<file path="src/verilog/dcc_pkg.sv">
// constants and types for the dc-dc converter control block
package dcc_pkg;

  localparam int CLK_PERIOD_NS = 5;
  localparam logic [7:0] CTRL_ADDR = 8'h97;
  localparam logic [7:0] CTRL_PAGE = 8'h00;
  localparam logic [7:0] CTRL_RESET = 8'h21;

  localparam int MIN_PULSE_WIDTH_SEL_LSB = 6;
  localparam int SWSIZE_BIT = 5;
  localparam int RSVD_BIT = 4;
  localparam int SYNC_BIT = 3;
  localparam int OUTPUT_VOLTAGE_SEL_LSB = 0;

  localparam int MIN_PW_20_NS = 20;
  localparam int MIN_PW_40_NS = 40;
  localparam int MIN_PW_80_NS = 80;
  localparam logic [4:0] MIN_PW_20_CYC = 5'((MIN_PW_20_NS + CLK_PERIOD_NS - 1) / CLK_PERIOD_NS);
  localparam logic [4:0] MIN_PW_40_CYC = 5'((MIN_PW_40_NS + CLK_PERIOD_NS - 1) / CLK_PERIOD_NS);
  localparam logic [4:0] MIN_PW_80_CYC = 5'((MIN_PW_80_NS + CLK_PERIOD_NS - 1) / CLK_PERIOD_NS);

  localparam logic [11:0] VOUT_MV_0 = 12'd1800;
  localparam logic [11:0] VOUT_MV_1 = 12'd1900;
  localparam logic [11:0] VOUT_MV_2 = 12'd2000;
  localparam logic [11:0] VOUT_MV_3 = 12'd2100;
  localparam logic [11:0] VOUT_MV_4 = 12'd2400;
  localparam logic [11:0] VOUT_MV_5 = 12'd2700;
  localparam logic [11:0] VOUT_MV_6 = 12'd3000;
  localparam logic [11:0] VOUT_MV_7 = 12'd3300;

  typedef enum logic [1:0] {
    DCC_PW_NONE = 2'b00,
    DCC_PW_20 = 2'b01,
    DCC_PW_40 = 2'b10,
    DCC_PW_80 = 2'b11
  } dcc_pw_type;

  typedef enum logic [0:0] {
    DCC_TRK_WAIT = 1'b0,
    DCC_TRK_QUIET = 1'b1
  } dcc_trk_type;

endpackage : dcc_pkg

</file>
<file path="src/verilog/dcc_converter_control.sv">
// converter control register and derived converter controls
`timescale 1ns/1ps
module dcc_converter_control
  import dcc_pkg::*;
(
  input wire logic i_ref_clk,
  input wire logic i_arst_n,
  input wire logic [7:0] i_sfr_addr,
  input wire logic [7:0] i_sfr_page,
  input wire logic i_sfr_wr,
  input wire logic i_sfr_rd,
  input wire logic [7:0] i_sfr_wdata,
  input wire logic i_passive_diode_enable,
  input wire logic i_adc_clock_invert,
  input wire logic i_switch_quiet,
  output logic o_sfr_sel,
  output logic [7:0] o_sfr_rdata,
  output logic o_bypass_ctrl_enable,
  output logic o_passive_diode_path,
  output logic [1:0] o_min_pulse_width_sel,
  output logic [4:0] o_min_pulse_cycles,
  output logic o_switch_size_sel,
  output logic o_adc_sync_enable,
  output logic o_adc_track_enable,
  output logic o_adc_track_start,
  output logic o_adc_sar_clk_align,
  output logic o_adc_sar_clk_invert,
  output logic [2:0] o_output_voltage_sel,
  output logic [11:0] o_vout_target_mv
);

  typedef struct packed {
    logic [7:0] ctrl;
    logic [7:0] rdata;
    dcc_trk_type trk;
    logic track_start;
    logic bypass_en;
    logic passive;
    logic [4:0] pw_cycles;
    logic track_en;
    logic sar_inv;
    logic [11:0] vout_mv;
  } dcc_state_type;

  dcc_state_type state;
  dcc_state_type next_state;
  logic [1:0] rst_pipe;
  logic rst_n;
  logic quiet;
  logic hit;

  // decoded strobes and fields
  logic wr_hit;
  logic rd_strobe;
  logic [1:0] pw_code;
  logic [2:0] output_voltage_sel_code;
  logic sync_on;

  // reset release through two flops
  always_ff @(posedge i_ref_clk or negedge i_arst_n)
  begin
    if (!i_arst_n)
    begin
      rst_pipe <= 2'b00;
    end
    else
    begin
      rst_pipe <= {rst_pipe[0], 1'b1};
    end
  end

  assign rst_n = rst_pipe[1];

  dcc_sync3 u_quiet_sync (
    .i_ref_clk(i_ref_clk),
    .i_rst_n(rst_n),
    .i_async(i_switch_quiet),
    .o_level(quiet)
  );

  // minimum pulse width in clock cycles
  function automatic logic [4:0] pw_to_cycles(input logic [1:0] code);
    logic [4:0] cyc;
    case (dcc_pw_type'(code))
      DCC_PW_NONE: cyc = 5'h00;
      DCC_PW_20: cyc = MIN_PW_20_CYC;
      DCC_PW_40: cyc = MIN_PW_40_CYC;
      DCC_PW_80: cyc = MIN_PW_80_CYC;
      default: cyc = 5'h00;
    endcase
    return cyc;
  endfunction : pw_to_cycles

  // target voltage in millivolts
  function automatic logic [11:0] output_voltage_sel_to_mv(input logic [2:0] code);
    logic [11:0] mv;
    case (code)
      3'h0: mv = VOUT_MV_0;
      3'h1: mv = VOUT_MV_1;
      3'h2: mv = VOUT_MV_2;
      3'h3: mv = VOUT_MV_3;
      3'h4: mv = VOUT_MV_4;
      3'h5: mv = VOUT_MV_5;
      3'h6: mv = VOUT_MV_6;
      3'h7: mv = VOUT_MV_7;
      default: mv = VOUT_MV_0;
    endcase
    return mv;
  endfunction : output_voltage_sel_to_mv

  // register decode at one address on one page
  assign hit = (i_sfr_addr == CTRL_ADDR) && (i_sfr_page == CTRL_PAGE);
  assign wr_hit = hit && i_sfr_wr;
  assign rd_strobe = i_sfr_rd;

  // fields of the stored control byte
  assign pw_code = state.ctrl[MIN_PULSE_WIDTH_SEL_LSB +: 2];
  assign output_voltage_sel_code = state.ctrl[OUTPUT_VOLTAGE_SEL_LSB +: 3];
  assign sync_on = state.ctrl[SYNC_BIT];

  always_comb
  begin
    next_state = state;
    next_state.track_start = 1'b0;

    // whole byte stored, reserved bit included, so reads match writes
    if (wr_hit)
    begin
      next_state.ctrl = i_sfr_wdata;
    end

    // read data latched, unmapped reads give zero
    if (rd_strobe)
    begin
      next_state.rdata = hit ? state.ctrl : 8'h00;
    end

    // bypass-switch controls off in passive-diode mode
    next_state.bypass_en = !i_passive_diode_enable;
    next_state.passive = i_passive_diode_enable;

    // derived converter settings
    next_state.pw_cycles = pw_to_cycles(pw_code);
    next_state.vout_mv = output_voltage_sel_to_mv(output_voltage_sel_code);

    // tracking follows quiet interval only under sync
    if (sync_on)
    begin
      next_state.track_en = quiet;
      case (state.trk)
        DCC_TRK_WAIT:
        begin
          if (quiet)
          begin
            next_state.trk = DCC_TRK_QUIET;
            next_state.track_start = 1'b1;
          end
        end
        DCC_TRK_QUIET:
        begin
          if (!quiet)
          begin
            next_state.trk = DCC_TRK_WAIT;
          end
        end
        default:
        begin
          next_state.trk = DCC_TRK_WAIT;
        end
      endcase
      // invert setting 0 means inverted
      next_state.sar_inv = !i_adc_clock_invert;
    end
    else
    begin
      next_state.track_en = 1'b1;
      next_state.trk = DCC_TRK_WAIT;
      next_state.sar_inv = 1'b0;
    end
  end

  always_ff @(posedge i_ref_clk or negedge rst_n)
  begin
    if (!rst_n)
    begin
      state.ctrl <= CTRL_RESET;
      state.rdata <= 8'h00;
      state.trk <= DCC_TRK_WAIT;
      state.track_start <= 1'b0;
      state.bypass_en <= 1'b1;
      state.passive <= 1'b0;
      state.pw_cycles <= 5'h00;
      state.track_en <= 1'b1;
      state.sar_inv <= 1'b0;
      state.vout_mv <= VOUT_MV_1;
    end
    else
    begin
      state <= next_state;
    end
  end

  // bus side
  assign o_sfr_sel = hit;
  assign o_sfr_rdata = state.rdata;

  // power stage controls
  assign o_bypass_ctrl_enable = state.bypass_en;
  assign o_passive_diode_path = state.passive;

  // converter settings
  assign o_min_pulse_width_sel = state.ctrl[MIN_PULSE_WIDTH_SEL_LSB +: 2];
  assign o_min_pulse_cycles = state.pw_cycles;
  assign o_switch_size_sel = state.ctrl[SWSIZE_BIT];
  assign o_output_voltage_sel = state.ctrl[OUTPUT_VOLTAGE_SEL_LSB +: 3];
  assign o_vout_target_mv = state.vout_mv;

  // adc side
  assign o_adc_sync_enable = state.ctrl[SYNC_BIT];
  assign o_adc_track_enable = state.track_en;
  assign o_adc_track_start = state.track_start;
  assign o_adc_sar_clk_align = state.ctrl[SYNC_BIT];
  assign o_adc_sar_clk_invert = state.sar_inv;

endmodule : dcc_converter_control

</file>
<file path="src/verilog/dcc_sync3.sv">
// three-stage input synchroniser with agreement filter
`timescale 1ns/1ps
module dcc_sync3
  import dcc_pkg::*;
(
  input wire logic i_ref_clk,
  input wire logic i_rst_n,
  input wire logic i_async,
  output logic o_level
);

  typedef struct packed {
    logic s1;
    logic s2;
    logic s3;
    logic level;
  } dcc_sync_type;

  dcc_sync_type state;
  dcc_sync_type next_state;

  always_comb
  begin
    next_state = state;
    next_state.s1 = i_async;
    next_state.s2 = state.s1;
    next_state.s3 = state.s2;
    // change counts once stages two and three agree
    if (state.s2 == state.s3)
    begin
      next_state.level = state.s3;
    end
  end

  always_ff @(posedge i_ref_clk or negedge i_rst_n)
  begin
    if (!i_rst_n)
    begin
      state <= '0;
    end
    else
    begin
      state <= next_state;
    end
  end

  assign o_level = state.level;

endmodule : dcc_sync3
</file>
<file path="config.mk">
export PLATFORM = sky130hd
export DESIGN_NAME = dcc_converter_control
export DESIGN_NICKNAME = d
export VERILOG_FILES = /design/src/verilog/dcc_pkg.sv /design/src/verilog/dcc_converter_control.sv /design/src/verilog/dcc_sync3.sv
export SDC_FILE = /design/constraint.sdc
export NUM_CORES = 1
export LEC_CHECK = 0
export BUFFER_PORTS_ARGS = -buffer_cell sky130_fd_sc_hd__buf_4
export CORE_ASPECT_RATIO = 1.25
export CORE_UTILIZATION = 48
export CTS_CLUSTER_DIAMETER = 200
export DETAILED_ROUTE_END_ITERATION = 10
export GPL_TIMING_DRIVEN = 1
export MAX_ROUTING_LAYER = met4
export PLACE_DENSITY = 0.79
export RECOVER_POWER = 25
export SLEW_MARGIN = 5
export SYNTH_ARGS = -nofsm -noshare
export SYNTH_HDL_FRONTEND = slang
export SYNTH_SLANG_ARGS = --single-unit
</file>
<file path="constraint.sdc">
create_clock -name i_ref_clk -period 1.4 [get_ports i_ref_clk]
set_input_delay 0 -clock i_ref_clk [delete_from_list [all_inputs] [get_ports i_ref_clk]]
set_output_delay 0 -clock i_ref_clk [all_outputs]
set_load 0.1 [all_outputs]
</file>
==> results of run 1 <==
==> area by class of cell <==
cell class | instances | share of cell area (%)
well taps | 39 | 2.09
repair buffers | 80 | 26.8
inverters | 14 | 2.25
multi-input cells | 60 | 20.9
clock buffers | 8 | 3.43
flip-flops and latches | 41 | 44.6
==> power breakdown <==
group,switching [uW],total [uW],internal [uW]
clock,357,710,353
combinational,127,213,86.5
sequential,5.43,1210,1200
==> synth_stat cells (all sizes together), types with 3 or more instances <==
library cell,count
nor2b,5
clkbuf,3
buf,32
ha,4
inv,14
a21oi,4
o22ai,8
nand2,10
mux2,8
dfstp,11
dfrtp,30
==> metal layers <==
metal  share of wire (%)  GRT usage [%]
met1                  34           16.4
met2                  56           31.8
met3                 7.6           5.67
met4                 2.8           10.6
met5                   0              -
==> cells by family after synthesis <==
| logic type | share of synthesized area, % |
|---|---|
| AND/OR/NAND/NOR | 10.4 |
| buffers and inverters | 16.9 |
| other | 0.412 |
| AO/OA/AOI/OAI | 4.39 |
| XOR/XNOR | 0.480 |
| multiplexers | 7.13 |
| adder cells (fa/ha/maj) | 3.29 |
| flip-flops | 57.0 |
==> how the worst min path moves through the flow <==
stage                        to  cells after the start
detailed placement  rst_pipe[1]                      1
finish              rst_pipe[1]                      2
global placement    rst_pipe[1]                      1
CTS                 rst_pipe[1]                      2
floorplan           rst_pipe[0]                      0
global route        rst_pipe[1]                      2
==> worst register-to-register path, cell delays in order, from the launching register on <==
cell and delay [ns]:
dfstp_2 0.58, inv_1 0.05, ha_1 0.33, mux2i_1 0.16
==> metrics by stage <==
step / hold WS (ns) / instance area, um^2 / total power, uW / TNS [ns]
3_5_place_dp: -0.215 / 2140 / 1420 / -0.522
4_1_cts: 0.0159 / 2340 / 2150 / 0
3_3_place_gp: -0.218 / 2140 / 1410 / -0.161
5_1_grt: 0.0156 / 2330 / 2220 / 0
6_report: 0.0155 / 2330 / 2130 / 0
2_1_floorplan: -0.296 / 1840 / 1340 / 0
==> placed cells by master, fill, tap and decap left out, types with 2 or more instances in the layout <==
cell type	n
dfstp_2	11
o22ai_1	8
clkbuf_4	2
clkbuf_1	4
nor2b_1	5
nor4_4	2
mux2_4	8
dlygate4sd3_1	12
and2_1	2
nand2_1	10
conb_1	5
dfrtp_1	30
a21oi_1	4
clkbuf_8	5
inv_1	14
ha_1	4
o21ai_0	2
buf_4	64
==> registers in the layout, indices dropped and copies added, names as in the netlist <==
register / count
o_adc_sar_clk_invert: 1
o_passive_diode_path: 1
u_quiet_sync.next_state: 2
o_adc_track_enable: 1
o_bypass_ctrl_enable: 1
o_switch_size_sel: 1
state: 2
o_adc_sar_clk_align: 1
o_min_pulse_width_sel: 2
o_output_voltage_sel: 3
o_adc_track_start: 1
o_vout_target_mv: 10
o_min_pulse_cycles: 3
u_quiet_sync.o_level: 1
rst_pipe: 2
o_sfr_rdata: 8
u_quiet_sync.state: 1
==> impl_metrics.yaml, run 1 <==
setup_path:
  cp_num_buf_inv: 2
  r2r_cells: 3
  cp_max_fo: 8
  r2r_setup_slack_ns: 0.20
  worstPathArrival_ns: 1.33
  r2r-end: "o_vout_target_mv[3]"
  crit_family: "flip-flops"
  rr_startpoint: "o_output_voltage_sel[0]"
  max_stage_delay_ns: 0.58
  required_ns: 1.40
  crit_type: "register to output pin"
  crit_start: "o_output_voltage_sel[0]"
  crit_path_end_kind: "output pin"
  path_common_cell: "buf_4"
  start_kind: "register"
  endpoint: "o_output_voltage_sel[0]"
  cp.depth: 2
  worst_path_max_delay_cell: "dfstp_2"
  path_cells: "buf_4 -> buf_4"
sta:
  slew_viol_final: 0
  fin_crit_sh_pct: 94.7
  finalSetupViolations: 0
  rsz0062_at_grt: "no"
  slew_headroom_pct: 41.7
  skew_ns: 0.00457
  worstMarginPinSlew_ns: 0.875
  fin_ws_ns: 0.0745
  hold_violations: 0
  period_minus_slack_ns: 1.33
  fmax_mhz: 754
yosys:
  synth_edf_count: 0
  syn_area_per_cell_um2: 12.4
  ys_seq_area_share_pct: 57.0
  yosysWarningCount: 0
  synthesis.area_um2: 1820
  synth_ff_type: "dfrtp_1"
  synth_top_cell_area_share_pct: 41.2
  yosysTopAreaCell: "dfrtp_1"
  syn_inst: 147
  ys_types: 26
  synthArstFlopShare_pct: 100
  synthTopCellsByArea: "dfrtp_1 41%, dfstp_2 16%, buf_4 13%"
  postSynthRegisterBits: 41
drt:
  dr.pass1.iters: 8
  drc: 15
  drtAntennaViolNets: 0
  first_iter_violations: 29
  vias_per_cell: 4.68
  vias: 1132
  post_drt_wl_per_cell_um: 12.6
  wl_mm: 3.05
clock_tree:
  cts_buffer_depth: 2
  htree_levels: 2
  cts_num_sinks: 41
  clk_pin_slew_ns: 0.07
  postCtsResizedCells: 0
  cts_setup_buffers: 0
  clock_latency_ns: 0.29
  cts-root-buf: "clkbuf_8"
  numCtsBuffers: 5
  tritoncts: "built"
  holdBufCountCts: 12
placed_design:
  preCtsSetupSlack_ns: -0.0785
  io_buffer_count: 65
  place_congestion: 0.723
  hpwlAfterDp_mm: 2.31
  dpl.cell_count: 222
global_routing:
  track_usage_pct: 17.9
  first_global_vias: 1159
  grt_first_pass_wirelength_mm: 5.11
  grt_antenna_before_repair: 0
  grt_max_degree: 40
  overflow: 0
job:
  drv_cap: 0
power_and_ir_drop:
  ir_drop_mv: 0.525
  p_leak_uw: 0.00118
  powerDensity_nw_per_um2: 912
cells_and_area:
  area_delta_synth_final_pct: 27.9
  multi_input_area_um2: 488
  n_fill_cell: 281
  seq_area_um2: 1040
  diodes: 0
  final_util_pct: 65.3
  layout.cells.non_filler: 242
  final_nets: 237
  drive_above_1_share_pct: 46.8
die:
  dieWidth_um: 57.1
  fp-row-count: 24
  initial_core_util_pct: 51.1
  io-pin-count: 70
  die_y_um: 70.9
  die_area_um2: 4050
  core_um2: 3570
status:
  outcome: "finished with violations"
  violations: "DRC"
min_path:
  hold_path_class: "input port to async pin"
(Power assumes the default switching activity.)
==> run 2, diff against run 1 <==
--- a/config.mk
+++ b/config.mk
@@ -5,14 +5,16 @@
 export SDC_FILE = /design/constraint.sdc
 export NUM_CORES = 1
 export LEC_CHECK = 0
+export ABC_AREA = 1
 export BUFFER_PORTS_ARGS = -buffer_cell sky130_fd_sc_hd__buf_4
 export CORE_ASPECT_RATIO = 1.25
+export CORE_MARGIN = 8
 export CORE_UTILIZATION = 48
 export CTS_CLUSTER_DIAMETER = 200
 export DETAILED_ROUTE_END_ITERATION = 10
 export GPL_TIMING_DRIVEN = 1
 export MAX_ROUTING_LAYER = met4
-export PLACE_DENSITY = 0.79
+export PLACE_DENSITY = 0.78
 export RECOVER_POWER = 25
 export SLEW_MARGIN = 5
 export SYNTH_ARGS = -nofsm -noshare
==> impl_metrics.yaml, run 2 <==
yosys:
  synth_common_cells: "44 x nand2_1, 31 x buf_4, 30 x dfrtp_1"
  syn_area_per_cell_um2: 10.1
  synth_edf_count: 0
  synth_ff_type: "dfrtp_1"
  syn_inst: 183
  synthesis.area_um2: 1850
  yosysMostFrequentCell: "nand2_1"
  synthTopCellsByArea: "dfrtp_1 41%, dfstp_2 16%, buf_4 13%"
  yosysWarningCount: 0
  ys_seq_area_share_pct: 56.1
  yosysTopAreaCell: "dfrtp_1"
  synthArstFlopShare_pct: 100
  ys_types: 23
  synth_top_cell_area_share_pct: 40.5
  postSynthRegisterBits: 41
cells_and_area:
  largest_reg_flops: 10
  fin_area_um2: 2390
  final_cell_mix: "63 x buf_4, 44 x nand2_1, 30 x dfrtp_1"
  drive_above_1_share_pct: 41.5
  diodes: 0
  final_nets: 275
  area_delta_synth_final_pct: 28.9
  layout_commonest_cell: "buf_4"
  layout.cells.non_filler: 281
die:
  die_y_um: 85.5
  io-pin-count: 70
  fp-row-count: 25
  die_area_um2: 6120
  initial_core_util_pct: 49.4
  dieWidth_um: 71.6
  core_um2: 3750
sta:
  worstMarginPinSlew_ns: 0.709
  fin_ws_ns: 0.0967
  fin_crit_sh_pct: 93.1
  setup_tns_ns: 0
  rsz0062_at_grt: "no"
  slew_viol_final: 0
  hold_violations: 0
  period_minus_slack_ns: 1.30
  fmax_mhz: 767
  finalSetupViolations: 0
  slew_headroom_pct: 52.7
  skew_ns: 0.00684
setup_path:
  worstPathArrival_ns: 1.30
  r2r_setup_slack_ns: 0.17
  crit_type: "register to output pin"
  max_stage_delay_ns: 0.54
  path_cells: "buf_4 -> buf_4"
  required_ns: 1.40
  r2r_cells: 3
  cp.depth: 2
  start_kind: "register"
  path_common_cell: "buf_4"
  cp_num_buf_inv: 2
  crit_family: "flip-flops"
  crit_path_end_kind: "output pin"
  cp_max_fo: 10
  worst_path_max_delay_cell: "dfstp_2"
clock_tree:
  clk_pin_slew_ns: 0.08
  cts_num_sinks: 41
  cts-root-buf: "clkbuf_8"
  cts_buffer_depth: 2
  cts_setup_buffers: 0
  tritoncts: "built"
  htree_levels: 2
  numCtsBuffers: 5
  clock_latency_ns: 0.29
job:
  drv_cap: 0
min_path:
  hold_path_depth: 3
  hold_path_class: "input port to register"
drt:
  vias_per_cell: 4.58
  drtAntennaViolNets: 0
  drc: 0
  dr.pass1.iters: 4
  vias: 1286
  first_iter_violations: 63
  wl_mm: 3.51
  post_drt_wl_per_cell_um: 12.5
power_and_ir_drop:
  ir_drop_mv: 0.637
  p_total_uw: 2150
  powerDensity_nw_per_um2: 901
  p_leak_uw: 0.00125
global_routing:
  grt_first_pass_wirelength_mm: 5.95
  overflow: 0
  grt_antenna_before_repair: 0
  grt_max_degree: 32
  track_usage_pct: 12.7
  first_global_vias: 1289
placed_design:
  postPlaceCellArea_um2: 2190
  place_congestion: 0.768
  dpl.cell_count: 259
  io_buffer_count: 65
  hpwlAfterDp_mm: 2.66
  preCtsSetupSlack_ns: 0.251
status:
  outcome: "completed"
run 2: kinds of logic after synthesis:
logic type / after synthesis / share of synthesized area (%)
xor+xnor: 1 / 0.473
buf+inv: 50 / 16.5
fa+ha+maj: 5 / 3.24
flops: 41 / 56.1
other cells: 2 / 0.405
compound gates: 14 / 5.54
simple gates: 70 / 17.8
run 2: cell type report:
| type | instances | area, um^2 |
|---|---|---|
| timing repair buffer | 81 | 637 |
| multi-input combinational | 95 | 515 |
| sequential | 41 | 1040 |
| inverter | 16 | 60.1 |
| clock inverter | 3 | 17.5 |
| tap | 40 | 50.0 |
| fill | 320 | 1370 |
| clock buffer | 5 | 68.8 |
run 2: final timing paths:
check / from / to
worst max-delay path: o_output_voltage_sel[0] / o_output_voltage_sel[0]
worst min-delay path: i_sfr_rd / o_sfr_rdata[4]
worst max register to register: o_output_voltage_sel[0] / o_vout_target_mv[3]
worst min register to register: rst_pipe[1] / o_min_pulse_cycles[3]
max in group asynchronous: rst_pipe[1] / o_vout_target_mv[4]
min in group asynchronous: i_arst_n / rst_pipe[0]
run 2: repair_timing:
item	4_1_cts	5_1_grt
resized for setup	0	0
hold buffers	14	0
hold endpoints to repair	14	0
run 2: report_power, final:
group / switching [uW] / internal, uW / total (uW)
logic: 125 / 85.1 / 210
clock network: 389 / 343 / 732
registers: 9.68 / 1200 / 1210
run 2: worst min-delay path, cell delays in order:
cell and delay (ns):
buf_4 0.14, nand2_1 0.08, o21ai_2 0.05
run 2: per-layer routing:
layer / GRT usage, % / wire (um) / vias to the layer above
met5: - / 0 / -
met4: 7.82 / 93 / 0
met3: 4.25 / 234 / 5
met2: 19.7 / 1750 / 50
met1: 13.9 / 1430 / 586
li1: - / - / 645
run 2: through the flow:
step                utilization (%)  hold slack [ns]
CTS                            64.3           0.0137
global placement               58.2           -0.217
finish                         63.6           0.0196
global route                   63.6           0.0253
detailed placement             58.2           -0.214
floorplan                         -           -0.296
